<file path="config.mk">
export PLATFORM = sky130hd
export DESIGN_NAME = aicr_top
export DESIGN_NICKNAME = d
export VERILOG_FILES = /design/src/rtl/aicr_sync_rise.v /design/src/rtl/aicr_top.v
export VERILOG_INCLUDE_DIRS = /design/src /design/src/rtl
export SDC_FILE = /design/constraint.sdc
export NUM_CORES = 1
export LEC_CHECK = 0
export BUFFER_PORTS_ARGS = -buffer_cell sky130_fd_sc_hd__clkbuf_2
export CORE_MARGIN = 10
export CORE_UTILIZATION = 40
export CTS_BUF_LIST = sky130_fd_sc_hd__clkbuf_4 sky130_fd_sc_hd__clkbuf_8
export CTS_CLUSTER_DIAMETER = 200
export DETAILED_ROUTE_END_ITERATION = 10
export GPL_TIMING_DRIVEN = 0
export PLACE_DENSITY = 0.63
export SETUP_SLACK_MARGIN = 0.3
export SYNTH_ARGS = -nofsm -noshare
export SYNTH_HDL_FRONTEND = slang
export SYNTH_HIERARCHICAL = 1
export SYNTH_SLANG_ARGS = --single-unit
</file>
<file path="constraint.sdc">
create_clock -name clk -period 2.9 [get_ports clk]
set_clock_uncertainty 0.05 [all_clocks]
set_input_delay 0.145 -clock clk [delete_from_list [all_inputs] [get_ports clk]]
set_output_delay 0.145 -clock clk [all_outputs]
set_load 0.01 [all_outputs]
</file>
<file path="src/rtl/aicr_defines.vh">
`ifndef AICR_DEFINES_VH
`define AICR_DEFINES_VH
// ==========================================================
// Register offsets (byte addresses in I/O space)
`define AICR_OFF_START 4'h0
`define AICR_OFF_RES_HI 4'h1
`define AICR_OFF_SETUP 4'h2
`define AICR_OFF_SUBMUX 4'h3
`define AICR_OFF_OPTION 4'h4
`define AICR_OFF_GPIO 4'h5
`define AICR_OFF_TMR0 4'h8
`define AICR_OFF_TMR1 4'h9
`define AICR_OFF_TMR2 4'hA
`define AICR_OFF_TMRC 4'hB
// ==========================================================
// Converter setup fields
`define AICR_SETUP_CHAN_HI 7
`define AICR_SETUP_CHAN_LO 4
`define AICR_SETUP_PAIR 3
`define AICR_SETUP_RANGE_HI 2
`define AICR_SETUP_RANGE_LO 0
// ==========================================================
// Sub-mux output fields
`define AICR_SUBMUX_TAG_HI 7
`define AICR_SUBMUX_TAG_LO 4
`define AICR_SUBMUX_UNUSED 3
`define AICR_SUBMUX_GAIN_HI 2
`define AICR_SUBMUX_GAIN_LO 0
// ==========================================================
// Option control and status fields
`define AICR_OPT_TIMER_EN 0
`define AICR_OPT_IRQ_EN 2
`define AICR_OPT_PIN_EN 7
`define AICR_STAT_IDLE 7
`define AICR_STAT_PIN 0
// ==========================================================
// Result word
`define AICR_RES_TAG_HI 15
`define AICR_RES_TAG_LO 12
`define AICR_RES_DATA_HI 11
`define AICR_RES_DATA_LO 0
// ==========================================================
// Reset values
`define AICR_RST_SETUP 8'h00
`define AICR_RST_SUBMUX 8'h00
`define AICR_RST_OPTION 8'h00
`define AICR_RST_GPIO 4'h0
`define AICR_RST_RESULT 16'h0000
`endif

</file>
<file path="src/rtl/aicr_sync_rise.v">
`timescale 1ns/10ps
`default_nettype none
// ==========================================================
// Two-flop synchroniser with rising-edge detect
module aicr_sync_rise #(
   parameter W = 1
) (
   // Clock and reset
   input wire clk,
   input wire srst,
   // Asynchronous inputs
   input wire [W-1:0] d,
   // Synchronised level and one-cycle rise
   output wire [W-1:0] q,
   output wire [W-1:0] rise
);
   reg [W-1:0] meta_q;
   reg [W-1:0] sync_q;
   reg [W-1:0] prev_q;

   always @(posedge clk)
   begin
      if (srst)
      begin
         meta_q <= {W{1'b0}};
         sync_q <= {W{1'b0}};
         prev_q <= {W{1'b0}};
      end
      else
      begin
         meta_q <= d;
         sync_q <= meta_q;
         prev_q <= sync_q;
      end
   end

   assign q = sync_q;
   assign rise = sync_q & ~prev_q;
endmodule
`default_nettype wire

</file>
<file path="src/rtl/aicr_top.v">
`timescale 1ns/10ps
`default_nettype none
`include "aicr_defines.vh"
module aicr_top (
   // Clock and reset
   input wire clk,
   input wire srst,
   // Host I/O access
   input wire [3:0] io_addr,
   input wire io_wr,
   input wire io_rd,
   input wire io_word,
   input wire [15:0] io_wdata,
   output reg [15:0] io_rdata,
   output reg io_rack,
   // Attached interval timer, same clock
   output reg [1:0] tmr_addr,
   output reg tmr_wr,
   output reg tmr_rd,
   output reg [7:0] tmr_wdata,
   input wire [7:0] tmr_rdata,
   input wire timer_tc,
   // Converter
   output reg conv_start,
   input wire conv_done,
   input wire [11:0] conv_data,
   // Input path selection
   output wire [3:0] chan_sel,
   output wire pair_input_select,
   output wire [2:0] range_sel,
   // Sub-mux outputs
   output wire [3:0] tag_out,
   output wire [2:0] submux_gain,
   // External start pin
   input wire start_pin,
   // Open-collector lines
   input wire [3:0] gpio_i,
   output reg [3:0] gpio_o,
   output reg [3:0] gpio_oe_n,
   // Interrupt request
   output reg irq
);
   // ==========================================================
   // State
   reg [7:0] setup_q;
   reg [7:0] submux_q;
   reg timer_en_q;
   reg irq_en_q;
   reg pin_en_q;
   reg [3:0] gpio_drv_q;
   reg busy_q;
   reg [3:0] tag_cap_q;
   reg [15:0] result_q;
   reg tmr_pend_q;

   wire pin_lvl;
   wire pin_rise;
   wire done_lvl;
   wire done_rise;
   wire [3:0] gpio_lvl;

   // ==========================================================
   // Pin synchronisers
   aicr_sync_rise #(
      .W(1)
   ) u_pin_sync (
      .clk(clk),
      .srst(srst),
      .d(start_pin),
      .q(pin_lvl),
      .rise(pin_rise)
   );

   // Converter done may come from its own clock
   aicr_sync_rise #(
      .W(1)
   ) u_done_sync (
      .clk(clk),
      .srst(srst),
      .d(conv_done),
      .q(done_lvl),
      .rise(done_rise)
   );

   aicr_sync_rise #(
      .W(4)
   ) u_gpio_sync (
      .clk(clk),
      .srst(srst),
      .d(gpio_i),
      .q(gpio_lvl),
      .rise()
   );

   // ==========================================================
   // Address decode helpers
   // True when an access at a (byte or word) covers offset t.
   // Word accesses use an even address and cover a and a+1.
   function hit;
      input [3:0] a;
      input w;
      input [3:0] t;
      begin
         hit = (a == t) || (w && !a[0] && ({a[3:1], 1'b1} == t));
      end
   endfunction

   // Byte lane that carries offset t in a write
   function [7:0] lane;
      input [3:0] a;
      input [15:0] d;
      input [3:0] t;
      begin
         lane = (a == t) ? d[7:0] : d[15:8];
      end
   endfunction

   // Read value of one local offset
   function [7:0] rbyte;
      input [3:0] t;
      begin
         case (t)
            `AICR_OFF_START: rbyte = result_q[7:0];
            `AICR_OFF_RES_HI: rbyte = result_q[15:8];
            `AICR_OFF_SETUP: rbyte = setup_q;
            `AICR_OFF_SUBMUX: rbyte = {submux_q[7:4], 1'b0, submux_q[2:0]};
            `AICR_OFF_OPTION: rbyte = {~busy_q, 6'h00, pin_lvl};
            `AICR_OFF_GPIO: rbyte = {4'h0, gpio_lvl};
            default: rbyte = 8'h00;
         endcase
      end
   endfunction

   wire is_tmr = (io_addr[3:2] == 2'b10);
   wire wr_loc = io_wr && !is_tmr;
   wire rd_loc = io_rd && !is_tmr;
   localparam [7:0] RST_OPTION = `AICR_RST_OPTION;
   wire [7:0] opt_lane = lane(io_addr, io_wdata, `AICR_OFF_OPTION);
   wire [7:0] gpio_lane = lane(io_addr, io_wdata, `AICR_OFF_GPIO);

   wire sw_start = wr_loc && (io_addr == `AICR_OFF_START);
   wire tc_start = timer_en_q && timer_tc;
   wire pn_start = pin_en_q && pin_rise;
   wire any_start = sw_start || tc_start || pn_start;
   // Starts while busy are dropped so the result stays coherent
   wire take_start = any_start && !busy_q;

   wire stat_rd = rd_loc && hit(io_addr, io_word, `AICR_OFF_OPTION);
   wire irq_set = irq_en_q && busy_q && done_rise;

   // ==========================================================
   // Setup and sub-mux registers
   // setup fields drive the input path as soon as written
   always @(posedge clk)
   begin
      if (srst)
      begin
         setup_q <= `AICR_RST_SETUP;
         submux_q <= `AICR_RST_SUBMUX;
      end
      else
      begin
         if (wr_loc && hit(io_addr, io_word, `AICR_OFF_SETUP))
         begin
            setup_q <= lane(io_addr, io_wdata, `AICR_OFF_SETUP);
         end
         if (wr_loc && hit(io_addr, io_word, `AICR_OFF_SUBMUX))
         begin
            submux_q <= lane(io_addr, io_wdata, `AICR_OFF_SUBMUX) & 8'hF7;
         end
      end
   end

   assign chan_sel = setup_q[`AICR_SETUP_CHAN_HI:`AICR_SETUP_CHAN_LO];
   assign pair_input_select = setup_q[`AICR_SETUP_PAIR];
   assign range_sel = setup_q[`AICR_SETUP_RANGE_HI:`AICR_SETUP_RANGE_LO];
   assign tag_out = submux_q[`AICR_SUBMUX_TAG_HI:`AICR_SUBMUX_TAG_LO];
   assign submux_gain = submux_q[`AICR_SUBMUX_GAIN_HI:`AICR_SUBMUX_GAIN_LO];

   // ==========================================================
   // Option control and general-purpose lines
   // Other option bits are not stored; software keeps them zero
   always @(posedge clk)
   begin
      if (srst)
      begin
         timer_en_q <= RST_OPTION[`AICR_OPT_TIMER_EN];
         irq_en_q <= RST_OPTION[`AICR_OPT_IRQ_EN];
         pin_en_q <= RST_OPTION[`AICR_OPT_PIN_EN];
         gpio_drv_q <= `AICR_RST_GPIO;
      end
      else
      begin
         if (wr_loc && hit(io_addr, io_word, `AICR_OFF_OPTION))
         begin
            timer_en_q <= opt_lane[`AICR_OPT_TIMER_EN];
            irq_en_q <= opt_lane[`AICR_OPT_IRQ_EN];
            pin_en_q <= opt_lane[`AICR_OPT_PIN_EN];
         end
         if (wr_loc && hit(io_addr, io_word, `AICR_OFF_GPIO))
         begin
            gpio_drv_q <= gpio_lane[3:0];
         end
      end
   end

   always @(posedge clk)
   begin
      if (srst)
      begin
         gpio_o <= 4'h0;
         gpio_oe_n <= 4'hF;
      end
      else
      begin
         gpio_o <= 4'h0;
         gpio_oe_n <= ~gpio_drv_q;
      end
   end

   // ==========================================================
   // Conversion sequencing
   always @(posedge clk)
   begin
      if (srst)
      begin
         busy_q <= 1'b0;
         conv_start <= 1'b0;
         tag_cap_q <= 4'h0;
         result_q <= `AICR_RST_RESULT;
      end
      else
      begin
         conv_start <= take_start;
         if (take_start)
         begin
            busy_q <= 1'b1;
            tag_cap_q <= submux_q[`AICR_SUBMUX_TAG_HI:`AICR_SUBMUX_TAG_LO];
         end
         else if (busy_q && done_rise)
         begin
            busy_q <= 1'b0;
            result_q <= {tag_cap_q, conv_data};
         end
      end
   end

   // ==========================================================
   // Interrupt request
   // raise at conversion end
   always @(posedge clk)
   begin
      if (srst)
      begin
         irq <= 1'b0;
      end
      else if (irq_set)
      begin
         // New end of conversion beats a clearing status read
         irq <= 1'b1;
      end
      else if (stat_rd)
      begin
         irq <= 1'b0;
      end
   end

   // ==========================================================
   // Timer pass-through
   // Only the low byte of a timer access reaches the timer
   always @(posedge clk)
   begin
      if (srst)
      begin
         tmr_addr <= 2'b00;
         tmr_wr <= 1'b0;
         tmr_rd <= 1'b0;
         tmr_wdata <= 8'h00;
         tmr_pend_q <= 1'b0;
      end
      else
      begin
         tmr_wr <= io_wr && is_tmr;
         tmr_rd <= io_rd && is_tmr;
         tmr_pend_q <= io_rd && is_tmr;
         if ((io_wr || io_rd) && is_tmr)
         begin
            tmr_addr <= io_addr[1:0];
            tmr_wdata <= io_wdata[7:0];
         end
      end
   end

   // ==========================================================
   // Read data return
   // local register and timer readback
   always @(posedge clk)
   begin
      if (srst)
      begin
         io_rdata <= 16'h0000;
         io_rack <= 1'b0;
      end
      else if (tmr_pend_q)
      begin
         io_rdata <= {8'h00, tmr_rdata};
         io_rack <= 1'b1;
      end
      else if (rd_loc)
      begin
         if (io_word)
         begin
            io_rdata <= {rbyte({io_addr[3:1], 1'b1}), rbyte(io_addr)};
         end
         else
         begin
            io_rdata <= {8'h00, rbyte(io_addr)};
         end
         io_rack <= 1'b1;
      end
      else
      begin
         io_rack <= 1'b0;
      end
   end
endmodule
`default_nettype wire

</file>
Yosys cells after proc, flatten, opt, wreduce, memory -nomap -nowiden
Cells that the tools add are included.
W data, S select, Z words.
{"block": "totals", "latchBits": 0, "out_inout_bits": 54, "in_bits": 52, "ramBits": 0, "regBits": 92, "rom_bits": 0, "n_memories": 0, "wordCells": 92}
{"block": "op_classes", "n_mul": 0, "n_addsub": 0, "n_div": 0, "reduce_logical": 35, "mux": 15, "eq_ne": 8, "shifts": 0, "n_lt_le_gt_ge": 0, "bitwise": 7}
{"op": "$pmux W8 S6", "count": 1}
{"op": "$mux W8", "count": 5}
{"op": "$pmux W8 S3", "count": 1}
{"op": "$logic_and A1 B1 Y1", "count": 20}
{"op": "$mux W16", "count": 1}
{"op": "$eq A4 B2 Y1 const B", "count": 2}
{"op": "$eq A4 B3 Y1 const B", "count": 2}
{"op": "$mux W1", "count": 6}
{"op": "$reduce_bool A2 Y1", "count": 3}
{"op": "$logic_or A1 B1 Y1", "count": 5}
{"op": "$eq A4 B1 Y1 const B", "count": 1}
{"op": "$logic_not A4 Y1", "count": 1}
{"op": "$mux W4", "count": 1}
{"op": "$not A1 Y1", "count": 4}
{"op": "$not A4 Y4", "count": 1}
{"op": "$eq A3 B1 Y1 const B", "count": 1}
{"op": "$eq A3 B2 Y1 const B", "count": 1}
{"op": "$logic_not A1 Y1", "count": 3}
{"op": "$logic_not A3 Y1", "count": 1}
{"op": "$and A1 B1 Y1", "count": 2}
{"op": "$eq A2 B2 Y1 const B", "count": 1}
{"op": "$reduce_and A2 Y1", "count": 1}
{"op": "$reduce_or A2 Y1", "count": 1}

Longest topological paths before layout
{"block": "logic_depth", "depth_word": 9, "mapped_depth": 6, "depth_no_buf": 5}

By module
Netlist, hierarchy kept.
{"module": "aicr_top", "area_each_um2": 3377.0, "seq_area_each_um2": 1561.5, "instances": 1, "cells_each": 365}
{"module": "aicr_sync_rise (u_gpio_sync)", "area_each_um2": 391.6, "seq_area_each_um2": 240.2, "instances": 1, "cells_each": 29}
{"module": "aicr_sync_rise (u_done_sync ...)", "area_each_um2": 87.6, "seq_area_each_um2": 60.1, "instances": 2, "cells_each": 7}

Least setup slack after synthesis
OpenSTA, ideal clock, no wires.
{"block": "synth_path", "path_kind": "register to register", "start": "register busy_q", "end": "register tag_cap_q[0]", "setup_ns": 0.128, "period_less_slack_ns": 1.504, "path_buffers": 0, "required_time_ns": 2.722, "stages_incl_launch_ff": 5, "path_slack_ns": 1.396, "t_arrival_ns": 1.326, "cell_sequence": "dfxtp_1 > or4_4 > o22ai_4 > mux2i_1 > nor2_1"}
{"block": "synth_via", "elab_chain_cells": 2}
{"element": "start, declared", "line_no": "aicr_top.v:51", "source": "reg busy_q;"}
{"element": "start signal, assigned", "line_no": "aicr_top.v:227", "source": "busy_q <= 1'b0;"}
{"element": "start signal, assigned", "line_no": "aicr_top.v:237", "source": "busy_q <= 1'b1;"}
{"element": "start signal, assigned", "line_no": "aicr_top.v:242", "source": "busy_q <= 1'b0;"}
{"element": "$logic_not A1 Y1", "line_no": "aicr_top.v:146", "source": "wire take_start = any_start && !busy_q;"}
{"element": "$logic_and A1 B1 Y1", "line_no": "aicr_top.v:146"}
{"element": "end signal, assigned", "line_no": "aicr_top.v:238", "source": "tag_cap_q <= submux_q[`AICR_SUBMUX_TAG_HI:`AICR_SUBMUX_TAG_LO];"}
{"element": "end, declared", "line_no": "aicr_top.v:52", "source": "reg [3:0] tag_cap_q;"}
Every way passes these cells.
A chain may end at the register's enable or synchronous reset.

Worst setup path in the final report
Ends and elaborated chain as after synthesis.

==> results.cfg <==
[outcome]
status = finished, final reports clean

[timing]
fin_crit_ps = 1640
worst_slew_pin_slew_ps = 618
hold_slack_ps = 2.50
final_hold_viol_count = 0
post-route-period-util_pct = 56.6
rsz0062_at_grt = no
timing.slew.headroom_pct = 58.8
fmaxAchievable_ghz = 0.609
timing.final.ws_setup_ps = 1260
tns_ps = 0
final-setup-viol-count = 0
max_slew_violation_count = 0

[worst_setup_path]
cp.depth = 4
cp.buffers_inverters = 0
worstSetupStartpoint = busy_q$_SDFFE_PP0P_
worstPathMaxFanout = 6
crit_path_max_incr_delay_ps = 550
worst_setup_path_end_kind = register
worst-endpoint-required_ps = 3080
worstSetupStartpointType = register
r2r.worst_path.cells = 4
critical_path.top_delay_family = simple AND/OR/NAND/NOR gates
worst_ep_arrival_time_ps = 1830
rrSetupSlack_ps = 1260
setup.worst_path.class = reg -> reg
critical_path.reg2reg.startpoint = busy_q$_SDFFE_PP0P_
timing.critical_path.cells = or4_4, o22ai_4, mux2i_1, nor2_1
r2r_end = tag_cap_q[0]$_SDFFE_PP0P_
cp_slowest_cell = sky130_fd_sc_hd__or4_4
endpoint = tag_cap_q[0]$_SDFFE_PP0P_

[worst_hold_path]
hold_class = in -> reg

[synthesis]
post_synth.cell_area_avg_sq_um = 9.61
syn_inst = 396
ys_warn_count = 6
synth_cell_area_sq_um = 3800

[clock_network]
post_cts.repair.setup_buffers = 0
cts.root.buffer_cell = sky130_fd_sc_hd__clkbuf_8
cts.sinks = 92
tritoncts = done
clk_pin_slew_ps = 90
clock_latency_late_sink_ps = 360
cts_max_level = 3
cts-buffers-inserted = 9
clockBufferDepth = 2

[drt]
drt_first_pass_iters = 5
routed_via_density = 4.95
wl_final_mm = 11.1
drc = 0
routed-via-count = 3297
drt-initial-drc-count = 165
ant_nets = 0
route.detailed.wl_per_inst_um = 16.7

[power_and_ir_drop]
seqPwrFrac_pct = 53.1
power.net_switching_uw = 598
irDropWorstVdd_v = 0.000259
p_per_area_nw_per_um2 = 501
clockPowerShare_pct = 36.4
design_power_total_mw = 2.46
p_leak_nw = 2.08
power.share.combinational_pct = 10.5
sw_frac_of_total_pct = 24.3
internal_power_mw = 1.86

[global_route]
first_global_vias = 3402
gr-usage-all-layers_pct = 16.0
antenna_found_initial = 0
overflow_left_after_global_routing = 0
grt_start_max_net_pins = 15
grt_pass1_wl_mm = 18.0

[flow_run]
timing.max_cap.violations = 0

[floorplanning]
coreArea_sq_um = 9240
floorplan.io_pins = 106
initial_utilization_pct = 41.2
num_rows = 35
die_area_sq_um = 13800
die_w_um = 118
die_ht_um = 118

[layout]
area_growth_synth_to_finish_pct = 28.9
finish.net_count = 584
antenna-diode-count = 0
drive_gt1_share_pct = 28.5

[placed_design]
hpwlAfterDp_mm = 8.63
pre_cts_ws_ps = 1180
gp_congestion = 0.891
io_buffer_count = 100
power groups by stage:
stage	sequential [mW]	combinational, mW	clock (mW)
global route	1.31	0.286	0.957
floorplan	1.34	0.131	0
global placement	1.33	0.233	0
CTS	1.31	0.259	0.916
finish	1.31	0.258	0.895
detailed placement	1.34	0.235	0
tightest hold or removal path: stages:
cell and delay (ps):
sky130_fd_sc_hd__clkbuf_2 100, sky130_fd_sc_hd__mux2i_1 60, sky130_fd_sc_hd__nor2_1 70
flip-flops by register name, indices dropped and copies added (netlist names), 2 cells and up:
| signal | cells |
|---|---|
| u_gpio_sync/meta_q | 4 |
| tmr_wdata | 8 |
| tmr_addr | 2 |
| submux_q | 7 |
| u_gpio_sync/q | 4 |
| tag_cap_q | 4 |
| gpio_oe_n | 4 |
| result_q | 16 |
| gpio_drv_q | 4 |
| io_rdata | 16 |
| setup_q | 8 |
final cells by class:
cell class	instances	area, sq um
Tap cell	129	161
Clock inverter	4	47.5
Multi-Input combinational cell	275	1800
Timing Repair Buffer	122	721
Clock buffer	12	159
Sequential cell	92	1840
Buffer	31	168
Fill cell	883	4340
Inverter	1	3.75
stage by stage:
| stage | instance area [sq um] | std cells | utilization (%) |
|---|---|---|---|
| final | 4900 | 666 | 53.1 |
| after detailed placement | 4480 | 628 | 48.4 |
| after global placement | 4480 | 628 | 48.4 |
| after CTS | 4900 | 666 | 53.1 |
| after floorplan | 3810 | 399 | - |
| after global routing | 4900 | 666 | 53.1 |
repair_timing:
item / CTS / global route
resized for setup: 0 / 0
hold buffers: 22 / 0
hold endpoints to repair: 22 / 0
how the worst min path moves through the flow:
stage,start,to,cells past startpoint
2_1_floorplan,srst,u_done_sync/meta_q$_SDFF_PP0_,1
3_3_place_gp,conv_done,u_done_sync/meta_q$_SDFF_PP0_,2
3_5_place_dp,gpio_i[1],u_gpio_sync/meta_q[1]$_SDFF_PP0_,2
4_1_cts,io_wdata[5],setup_q[5]$_SDFFE_PP0P_,3
5_1_grt,io_wdata[4],setup_q[4]$_SDFFE_PP0P_,3
6_report,io_wdata[5],setup_q[5]$_SDFFE_PP0P_,3
layout by cell type, fill, tap and decap left out, drive strengths merged, types with 12 or more instances in the layout:
cell type,count
a211oi,13
a21oi,22
a22oi,12
buf,16
clkbuf,127
dfxtp,92
dlygate4sd3,22
mux2i,47
nand2,39
nor2,55
nor2b,23
routing by layer:
| layer | vias to the layer above | wire (um) | global-route usage [%] | part of all wire [%] |
|---|---|---|---|---|
| met1 | 1523 | 4930 | 19.4 | 44 |
| met4 | 0 | 194 | 5.95 | 1.7 |
| met5 | - | 0 | 0 | 0 |
| met3 | 16 | 688 | 4.08 | 6.2 |
| li1 | 1655 | - | - | - |
| met2 | 103 | 5290 | 26.6 | 48 |
Power figures use the tool's default switching activity.
